$ cat src/ipf_pkg.sv
// Constants and types shared by the inverter gate-drive controller.
package ipfc_pkg;
  localparam int CLK_PERIOD_NS   = 10;
  localparam int DEAD_TIME_NS    = 1000;
  localparam int MIN_PULSE_NS    = 700;
  localparam int DEAD_CYCLES     = (DEAD_TIME_NS + CLK_PERIOD_NS - 1) / CLK_PERIOD_NS;
  localparam int MIN_PULSE_CYCLES = (MIN_PULSE_NS + CLK_PERIOD_NS - 1) / CLK_PERIOD_NS;
  localparam int CNT_W           = 8;
  localparam int NUM_PHASES      = 3;

  typedef enum logic [2:0] {
    PH_OFF  = 3'h1,
    PH_HIGH = 3'h2,
    PH_LOW  = 3'h4
  } ipfc_phase_e;

  typedef struct packed {
    logic [NUM_PHASES-1:0] highIn;
    logic [NUM_PHASES-1:0] lowIn;
  } ipfc_gates_s;
endpackage

$ cat src/ipfc_ctrl.sv
// Gate-drive controller that feeds the power module and watches its fault line.
`timescale 1ns/1ns
`default_nettype none
module ipfc_ctrl
  import ipfc_pkg::*;
#(
  parameter int DEAD_CNT  = DEAD_CYCLES,
  parameter int PULSE_CNT = MIN_PULSE_CYCLES
) (
  input  wire logic                  sys_clk,
  input  wire logic                  nrst,
  input  wire logic [NUM_PHASES-1:0] cmdHigh,
  input  wire logic [NUM_PHASES-1:0] cmdLow,
  input  wire logic                  faultIn,
  output logic                       faultOutEnN,
  output logic                       faultActive,
  output ipfc_gates_s                gates
);
  localparam logic [CNT_W-1:0] RUN_MAX = '1;

  // Both intervals live in CNT_W-bit counters; zero would drop the interval altogether.
  if (DEAD_CNT < 1 || DEAD_CNT > RUN_MAX ||
      PULSE_CNT < 1 || PULSE_CNT > RUN_MAX) begin : gBadCounts
    $error("Counts out of range");
  end

  // The fault pin is only sensed; the module sinks it, so our driver stays released.
  assign faultOutEnN = 1'h1;

  logic [2:0] faultSync_q;
  logic [2:0] faultSync_d;
  logic       fault_q;
  logic       fault_d;

  always_comb begin
    faultSync_d = {faultSync_q[1:0], faultIn};
    fault_d     = fault_q;
    // Change counts only when the second and third stages agree, rejecting glitches.
    if (faultSync_q[1] == faultSync_q[2]) begin
      fault_d = ~faultSync_q[2];
    end
  end

  always_ff @(posedge sys_clk or negedge nrst) begin
    if (!nrst) begin
      faultSync_q <= 3'h7;
      fault_q     <= 1'h0;
    end else begin
      faultSync_q <= faultSync_d;
      fault_q     <= fault_d;
    end
  end

  assign faultActive = fault_q;

  logic [NUM_PHASES-1:0] gateHigh;
  logic [NUM_PHASES-1:0] gateLow;

  genvar g;
  generate
    for (g = 0; g < NUM_PHASES; g++) begin : gPhase
      ipfc_phase_e       state_q;
      ipfc_phase_e       state_d;
      logic [CNT_W-1:0]  cnt_q;
      logic [CNT_W-1:0]  cnt_d;
      logic              wantHigh;
      logic              wantLow;
      logic [CNT_W-1:0]  onRun_q;
      logic [CNT_W-1:0]  onRun_d;
      logic [CNT_W-1:0]  offRun_q;
      logic [CNT_W-1:0]  offRun_d;

      // Simultaneous requests resolve to off, the safe state.
      assign wantHigh = cmdHigh[g] & ~cmdLow[g] & ~fault_q;
      assign wantLow  = cmdLow[g] & ~cmdHigh[g] & ~fault_q;

      always_comb begin
        state_d = state_q;
        cnt_d   = cnt_q;
        if (cnt_q != '0) begin
          cnt_d = cnt_q - 8'h01;
        end
        case (state_q)
          PH_OFF: begin
            // Off holds for the longer of the dead time and the minimum off pulse.
            if (cnt_q == '0 && wantHigh) begin
              state_d = PH_HIGH;
              cnt_d   = CNT_W'(PULSE_CNT);
            end else if (cnt_q == '0 && wantLow) begin
              state_d = PH_LOW;
              cnt_d   = CNT_W'(PULSE_CNT);
            end
          end
          PH_HIGH: begin
            // A fault cuts the pulse at once; protection outranks pulse width.
            if (fault_q || (cnt_q == '0 && !wantHigh)) begin
              state_d = PH_OFF;
              cnt_d   = CNT_W'(DEAD_CNT > PULSE_CNT ? DEAD_CNT : PULSE_CNT);
            end
          end
          PH_LOW: begin
            if (fault_q || (cnt_q == '0 && !wantLow)) begin
              state_d = PH_OFF;
              cnt_d   = CNT_W'(DEAD_CNT > PULSE_CNT ? DEAD_CNT : PULSE_CNT);
            end
          end
          default: begin
            state_d = PH_OFF;
            cnt_d   = '0;
          end
        endcase
      end

      always_ff @(posedge sys_clk or negedge nrst) begin
        if (!nrst) begin
          state_q <= PH_OFF;
          cnt_q   <= 8'h00;
        end else begin
          state_q <= state_d;
          cnt_q   <= cnt_d;
        end
      end

      assign gateHigh[g] = (state_q == PH_HIGH);
      assign gateLow[g]  = (state_q == PH_LOW);

      // Run lengths of the on and off intervals; they feed only the checks below.
      always_comb begin
        onRun_d  = '0;
        offRun_d = '0;
        if (state_q == PH_OFF) begin
          offRun_d = offRun_q;
          if (offRun_q != RUN_MAX) begin
            offRun_d = offRun_q + 8'h01;
          end
        end else begin
          onRun_d = onRun_q;
          if (onRun_q != RUN_MAX) begin
            onRun_d = onRun_q + 8'h01;
          end
        end
      end

      // Reset counts as a long rest, so the first turn-on after it is legal at once.
      always_ff @(posedge sys_clk or negedge nrst) begin
        if (!nrst) begin
          onRun_q  <= 8'h00;
          offRun_q <= RUN_MAX;
        end else begin
          onRun_q  <= onRun_d;
          offRun_q <= offRun_d;
        end
      end

      property p_no_shoot;
        @(posedge sys_clk) disable iff (!nrst) !(gateHigh[g] && gateLow[g]);
      endproperty
      a_no_shoot: assert property (p_no_shoot) else $error("Both switches on");

      property p_dead;
        @(posedge sys_clk) disable iff (!nrst)
          $rose(gateHigh[g]) |-> offRun_q >= DEAD_CNT;
      endproperty
      a_dead: assert property (p_dead) else $error("Dead time short");

      property p_dead_low;
        @(posedge sys_clk) disable iff (!nrst)
          $rose(gateLow[g]) |-> offRun_q >= DEAD_CNT;
      endproperty
      a_dead_low: assert property (p_dead_low) else $error("Dead time short");

      property p_min_on;
        @(posedge sys_clk) disable iff (!nrst)
          ($fell(gateHigh[g]) || $fell(gateLow[g])) && !$past(fault_q) |-> onRun_q >= PULSE_CNT;
      endproperty
      a_min_on: assert property (p_min_on) else $error("On pulse short");

      property p_fault_off;
        @(posedge sys_clk) disable iff (!nrst)
          fault_q |=> !gateHigh[g] && !gateLow[g];
      endproperty
      a_fault_off: assert property (p_fault_off) else $error("Gate on in fault");

      property p_no_rise_fault;
        @(posedge sys_clk) disable iff (!nrst)
          $rose(gateHigh[g]) || $rose(gateLow[g]) |-> !$past(fault_q);
      endproperty
      a_no_rise_fault: assert property (p_no_rise_fault) else $error("Turn-on in fault");

      property p_min_off;
        @(posedge sys_clk) disable iff (!nrst)
          ($rose(gateHigh[g]) || $rose(gateLow[g])) |-> offRun_q >= PULSE_CNT;
      endproperty
      a_min_off: assert property (p_min_off) else $error("Off pulse short");

      property p_follow;
        @(posedge sys_clk) disable iff (!nrst)
          gateHigh[g] && cnt_q == '0 && !cmdHigh[g] |=> !gateHigh[g];
      endproperty
      a_follow: assert property (p_follow) else $error("Gate ignores command");

      c_high: cover property (@(posedge sys_clk) disable iff (!nrst) $rose(gateHigh[g]));
      c_low: cover property (@(posedge sys_clk) disable iff (!nrst) $rose(gateLow[g]));
      c_cut: cover property (@(posedge sys_clk) disable iff (!nrst) gateLow[g] && fault_q);
    end
  endgenerate

  property p_fault_sync;
    @(posedge sys_clk) disable iff (!nrst)
      $fell(faultIn) ##1 !faultIn [*4] |-> fault_q;
  endproperty
  a_fault_sync: assert property (p_fault_sync) else $error("Fault not seen");

  c_fault: cover property (@(posedge sys_clk) disable iff (!nrst) $rose(fault_q));

  ipfc_gates_s gates_d;

  // The lower gates drop with the synchronised fault itself, one cycle ahead of the state.
  always_comb begin
    gates_d.highIn = gateHigh;
    gates_d.lowIn  = gateLow & ~{NUM_PHASES{fault_q}};
  end

  always_ff @(posedge sys_clk or negedge nrst) begin
    if (!nrst) begin
      gates <= '0;
    end else begin
      gates <= gates_d;
    end
  end
endmodule
`default_nettype wire

$ cat config.mk
export PLATFORM = sky130hd
export DESIGN_NAME = ipfc_ctrl
export DESIGN_NICKNAME = d
export VERILOG_FILES = /design/src/ipf_pkg.sv /design/src/ipfc_ctrl.sv
export SDC_FILE = /design/constraint.sdc
export NUM_CORES = 1
export LEC_CHECK = 0
export ABC_AREA = 1
export BUFFER_PORTS_ARGS = -buffer_cell sky130_fd_sc_hd__buf_2
export CAP_MARGIN = 5
export CORE_MARGIN = 2
export CORE_UTILIZATION = 50
export CTS_BUF_LIST = sky130_fd_sc_hd__clkbuf_8
export DETAILED_ROUTE_END_ITERATION = 10
export PLACE_DENSITY_LB_ADDON = 0.08
export SLEW_MARGIN = 20
export SYNTH_ARGS = -nofsm -noshare
export SYNTH_HDL_FRONTEND = slang
export SYNTH_SLANG_ARGS = --single-unit
export TNS_END_PERCENT = 20
$ cat constraint.sdc
create_clock -name sys_clk -period 1.75 [get_ports sys_clk]
set_input_delay 0.35 -clock sys_clk [delete_from_list [all_inputs] [get_ports sys_clk]]
set_output_delay 0.35 -clock sys_clk [all_outputs]
set_load 0.05 [all_outputs]
==> Word-level counts from Yosys, hierarchy flattened <==
Index checks and enable logic that the tools add are counted.
{ "op_classes": {"n_addsub": 3, "n_eq_ne": 19, "mux": 33, "n_bitwise": 22, "reduce_logical": 33} }
{ "op_table": {"columns": ["op", "count"], "rows": [
  ["$mux W8", 15],
  ["$pmux W8 S3", 3],
  ["$mux W3", 12],
  ["$pmux W3 S3", 3],
  ["$logic_not A8 Y1", 3],
  ["$reduce_bool A8 Y1", 3],
  ["$sub A8 B1 Y8 const B", 3],
  ["$and A1 B1 Y1", 12],
  ["$logic_and A1 B1 Y1", 12],
  ["$ne A2 B1 Y1 const B", 6],
  ["$eq A3 B1 Y1 const B", 3],
  ["$eq A3 B2 Y1 const B", 3],
  ["$eq A3 B3 Y1 const B", 3],
  ["$ne A3 B3 Y1 const B", 3],
  ["$reduce_and A3 Y1", 3],
  ["$not A1 Y1", 8],
  ["$logic_not A1 Y1", 6],
  ["$logic_or A1 B1 Y1", 6],
  ["$and A3 B3 Y3", 1],
  ["$not A3 Y3", 1],
  ["$eq A1 B1 Y1", 1]
]} }
{ "word_totals": {"regBits": 43, "in_bits": 9, "out_inout_bits": 8} }

==> Depth between registers and ports, before layout <==
{ "depth": {"ltp_word": 8, "depth_mapped": 10, "depth_no_buf": 10} }

==> Least setup slack after synthesis <==
Ideal clock, no wire load.
{ "synth_timing": {"kind": "reg-to-reg", "start": "reg fault_q, in the netlist faultActive", "end": "reg gPhase[1].cnt_q[1]", "setup_time_ns": 0.113, "arrival_time_ns": 1.420, "required_time_ns": 1.637, "path_slack_ns": 0.217, "path_stages_with_launch": 11, "n_path_buf": 1, "period_less_slack_ns": 1.533, "path_cell_list": "dfrtp_1 > buf_6 > inv_8 > nand3_1 > inv_1 > o21ai_2 > inv_2 > nand2_2 > nand2_1 > nand2_1 > inv_1"} }
{ "synth_between": {"elab_chain_cells": 7, "elab_cells_between_ends": 16} }
{ "synth_lines": {"columns": ["item", "line", "rtl"], "rows": [
  ["from (decl)", "ipfc_ctrl.sv:32", "logic fault_q;"],
  ["from (signal assigned)", "ipfc_ctrl.sv:50", "fault_q <= fault_d;"],
  ["$not A1 Y1", "ipfc_ctrl.sv:74, ipfc_ctrl.sv:75", null],
  ["$and A1 B1 Y1 (on tied branches)", "ipfc_ctrl.sv:75, ipfc_ctrl.sv:74", null],
  ["$logic_not A1 Y1 (on tied branches)", "ipfc_ctrl.sv:102, ipfc_ctrl.sv:96", null],
  ["$logic_and A1 B1 Y1 (on tied branches)", "ipfc_ctrl.sv:102, ipfc_ctrl.sv:96", null],
  ["$logic_or A1 B1 Y1 (on tied branches)", "ipfc_ctrl.sv:102, ipfc_ctrl.sv:96", null],
  ["$mux W8 (on tied branches)", "ipfc_ctrl.sv:102, ipfc_ctrl.sv:96", null],
  ["$pmux W8 S3 *", "ipfc_ctrl.sv:83", "case (state_q)"],
  ["net gPhase[1].cnt_d[1]", "ipfc_ctrl.sv:65", "logic [CNT_W-1:0] cnt_d;"],
  ["to (signal assigned)", "ipfc_ctrl.sv:120", "cnt_q <= cnt_d;"],
  ["to (decl)", "ipfc_ctrl.sv:64", "logic [CNT_W-1:0] cnt_q;"]
]} }
Mark *: on every way through the listed nets, which the timed path passes. The rest lies on a longest branch.
A chain may end at the register's enable or synchronous reset.

==> Worst setup path in the final report <==
{ "layout_timing": {"start": "reg fault_q, in the netlist faultActive", "end": "out faultActive"} }
{ "layout_rtl": {"columns": ["item", "line", "rtl"], "rows": [
  ["to (decl)", "ipfc_ctrl.sv:16", "output logic faultActive,"]
]} }
No word-level cell between the ends.

==> results.txt <==
The run gives 0.160 ns as the setup slack of the critical path after layout. The main flop type after synthesis is sky130_fd_sc_hd__dfrtp_1. For the portion of the post-synthesis area used by sequential elements, the log shows 0.407. The layout has 514 filler cells. The depth of the most critical reg-to-reg path was 9. The number of max-cap violations is 0.

The global routing usage summed across all routing layers came out at 0.190. The synthesized design spends more area on one cell type than any other, namely sky130_fd_sc_hd__dfrtp_1. The period utilization came out at 0.908.

In this run the mean area of a mapped cell was 7.61 sq um. The floorplan step defined a core boundary enclosing 5110 sq um. The worst setup path is of the register to output port kind.

Once the clock tree was built, the setup fixing pass inserted 0 buffers. STA puts the critical path data required time at 1.40 ns. The number of antenna violations at the first check in global routing is 0. The fraction of registers with async set/reset was 1.00; the clock network power share was 0.142. The analysis attributes to net switching a power of 1980 uW. The delay of the slowest cell on the worst path works out to 0.60 ns. The area growth from synthesis to layout works out to 9.30%. For the worst-skew pair, the clock arrives at the later sink with an insertion delay of 0.29 ns.

Prior to clock tree synthesis, the placed netlist has a worst setup slack of 0.187 ns. The cell-internal power was 2400 uW; the worst-case register-to-register setup slack was 0.18 ns. TritonCTS built the clock tree. The number of nets in the finished design is 387. The worst path in the final design needs a cycle of 1.59 ns, including I/O delays and setup.

The tools report the iteration-0 DRC count of the detailed router as 112. The signal on the critical path passes through buf_2. The worst-margin pin slew was 0.539 ns. The ratio of routed vias to standard cells is 4.85, and the cell leakage power is 0.00163 uW. The share of total power consumed by net switching came out at 0.452. The routed wirelength normalized by instance count is 11.3 um. 0 antenna diodes ended up in the layout. The worst-path maximum fanout is 6, and the total of hold buffers inserted after clock tree synthesis is 0. The global route total overflow came out at 0. Across the VDD grid, the largest voltage drop is 0.706 mV.

The run gives 9.07 mm as the global-route wire length before repair. By area the synthesized netlist is led by sky130_fd_sc_hd__dfrtp_1 (35%), sky130_fd_sc_hd__nand2_1 (12%), sky130_fd_sc_hd__inv_1 (7.9%). The commonest cells after synthesis are sky130_fd_sc_hd__nand2_1 (83), sky130_fd_sc_hd__inv_1 (56), sky130_fd_sc_hd__nor2_1 (38).

Dividing total power by cell area gives a power density of 1500 nW/um^2. After synthesis, the netlist uses 30 different library cells. The summed negative setup slack over all endpoints is 0 ns.

The run gives 0 as the post-cts gate resize count. The slowest cell on the critical path is sky130_fd_sc_hd__dfrtp_1. The design area was 2910 sq um. The number of failing setup endpoints in the final timing report is 0, and the number of enable-type register cells in the synthesized netlist is 0.

In this run the critical register-to-register path is launched from gPhase[0].cnt_q[0]. The final number of max-transition violations is 0, and the vertical extent of the die is 77.0 um. The sum of buffers and inverters on the critical path is 1. Counting every net in the synthesized netlist gives 365.

The first detailed-routing pass took 4 iterations. The total wire length was 5.01 mm. For this run, the number of Yosys warnings is 0. After detailed placement, the total cell area comes to 2820 sq um.

The horizontal die dimension is 77.0 um, and the proportion of power drawn by flip-flops and latches is 0.351. Setup repair after global routing left no endpoint under its margin. The total DRC errors in the routed layout was 0; the number of placement rows was 26.

After synthesis the cells add up to 2660 sq um. Grouping stages by cell kind, the critical path spends the most delay in flip-flops. The classification of the worst-slack hold path was primary input to async pin. The fraction of power consumed by combinational cells was 0.507; the total half-perimeter wirelength after legalization and detailed placement was 3.85 mm. The proportion of netlist area held by the largest area contributor was 0.348. The number of endpoints with negative hold slack in the final report was 0. Worst slew margin relative to its limit: 0.640. The most frequent cell after synthesis is sky130_fd_sc_hd__nand2_1. CTS built an H-tree with a depth of 2. The synthesized netlist cell count is 350, and the post-route antenna net violation count is 0.

For this block, the via count after detailed routing is 2148. The initial standard-cell utilization of the core was 0.521. The placer congestion estimate is 0.839.

The top-level I/O count came out at 17. The worst setup path is launched from a register. After clock tree synthesis, the clock-pin slew on the worst setup and hold paths is 0.08 ns. The worst setup path is captured at an output port. The synthesized design contains 43 register bits. For the final database, setup skew stands at 0.00465 ns. The quantity of I/O buffers inserted on ports came out at 15. For this run, the top clock speed supported by timing is 629 MHz.

The number of buffers between clock root and the deepest sink was 2. TritonCTS created 5 clock buffers. End of the worst register-to-register path: gPhase[0].cnt_q[2]. Entering global routing, the biggest net connects 44 pins. The tools report the via count of the first global-routing pass as 2062.

The fraction of layout instances using a drive strength above 1 was 0.172; the number of sinks handled by clock tree synthesis was 43. The flow ran to the end, and the final reports show no timing, DRC or antenna violations. STA puts the critical path data arrival time at 1.24 ns.

The root buffer cell chosen for the clock tree is sky130_fd_sc_hd__clkbuf_8. The area enclosed by the die boundary was 5930 sq um.
==> routing by layer <==
layer | share of wire | vias to the layer above | GRT usage | wire length (um)
met1 | 0.48 | 968 | 0.245 | 2390
li1 | - | 1152 | - | -
met3 | 0.027 | 5 | 0.0388 | 134
met2 | 0.48 | 23 | 0.321 | 2420
met5 | 0 | - | 0 | 0
met4 | 0.012 | 0 | 0.0607 | 60
==> power by group through the flow <==
stage	registers [uW]	clock network [uW]	logic (uW)
global route	1580	698	2610
detailed placement	1560	0	2220
finish	1540	622	2220
CTS	1540	649	2240
floorplan	1500	0	1860
global placement	1550	0	2210
==> final cells by class <==
| class | instances | area, sq um | share of cell area |
|---|---|---|---|
| multi-input combinational | 243 | 1320 | 0.452 |
| clock buffer | 5 | 68.8 | 0.0236 |
| sequential | 43 | 1080 | 0.372 |
| inverter | 61 | 236 | 0.0813 |
| timing repair buffer | 18 | 97.6 | 0.0335 |
| tap | 70 | 87.6 | 0.0301 |
| clock inverter | 3 | 20.0 | 0.00688 |
==> worst max-delay path by stage <==
| stage | slack (ns) | end | start | cells after the start |
|---|---|---|---|---|
| after floorplan | 0.22 | gPhase[1].cnt_q[1] | faultActive | 10 |
| after global placement | 0.20 | gPhase[0].state_q[2] | gPhase[0].cnt_q[0] | 6 |
| after detailed placement | 0.19 | gPhase[0].cnt_q[6] | gPhase[0].cnt_q[0] | 9 |
| after CTS | 0.14 | faultActive | faultActive | 1 |
| after global routing | 0.02 | gPhase[0].cnt_q[6] | gPhase[0].cnt_q[0] | 9 |
| final | 0.16 | faultActive | faultActive | 1 |
==> through the flow <==
| step | instances | hold slack (ns) | util | power (uW) |
|---|---|---|---|---|
| 3_5_place_dp | 435 | 0.351 | 0.552 | 3780 |
| 3_3_place_gp | 435 | 0.349 | 0.552 | 3770 |
| 6_report | 443 | 0.111 | 0.570 | 4380 |
| 2_1_floorplan | 350 | 0.0544 | - | 3360 |
| 5_1_grt | 443 | 0.128 | 0.570 | 4890 |
| 4_1_cts | 443 | 0.131 | 0.570 | 4430 |
==> cells in the final DEF, fill, tap and decap left out, types with 2 or more instances in the layout <==
cell,n
sky130_fd_sc_hd__xnor2_1,2
sky130_fd_sc_hd__nor2_1,38
sky130_fd_sc_hd__inv_1,56
sky130_fd_sc_hd__buf_4,3
sky130_fd_sc_hd__clkbuf_8,5
sky130_fd_sc_hd__ha_1,6
sky130_fd_sc_hd__buf_2,15
sky130_fd_sc_hd__nand2_2,11
sky130_fd_sc_hd__dfstp_2,6
sky130_fd_sc_hd__inv_2,4
sky130_fd_sc_hd__o21ai_0,11
sky130_fd_sc_hd__dfrtp_1,37
sky130_fd_sc_hd__clkinvlp_4,2
sky130_fd_sc_hd__nor2_8,3
sky130_fd_sc_hd__o211ai_1,6
sky130_fd_sc_hd__nor2_2,2
sky130_fd_sc_hd__nand3_2,6
sky130_fd_sc_hd__nand4_1,14
sky130_fd_sc_hd__o21ai_1,5
sky130_fd_sc_hd__nor3_1,2
sky130_fd_sc_hd__a21oi_1,2
sky130_fd_sc_hd__nand3_1,34
sky130_fd_sc_hd__xor2_1,11
sky130_fd_sc_hd__nand2_1,83
==> state kept, by name (all words and copies together), names as in the netlist <==
name	cells
faultActive	1
faultSync_q	3
gPhase.cnt_q	24
gPhase.state_q	9
gates	6
==> logic make-up (layout without fill, tap and decap cells) <==
family	count (synthesis)	in the layout	share of synthesized area
adders and majority gates	6	6	0.0282
and+or+nand+nor	196	196	0.361
DFF	43	43	0.407
xor gates and xnor gates	13	13	0.0428
buffers and inverters	64	87	0.0987
other	1	1	0.00141
AOI/OAI and AO/OA	27	27	0.0606
No activity file was read; power rests on OpenSTA's default activity.
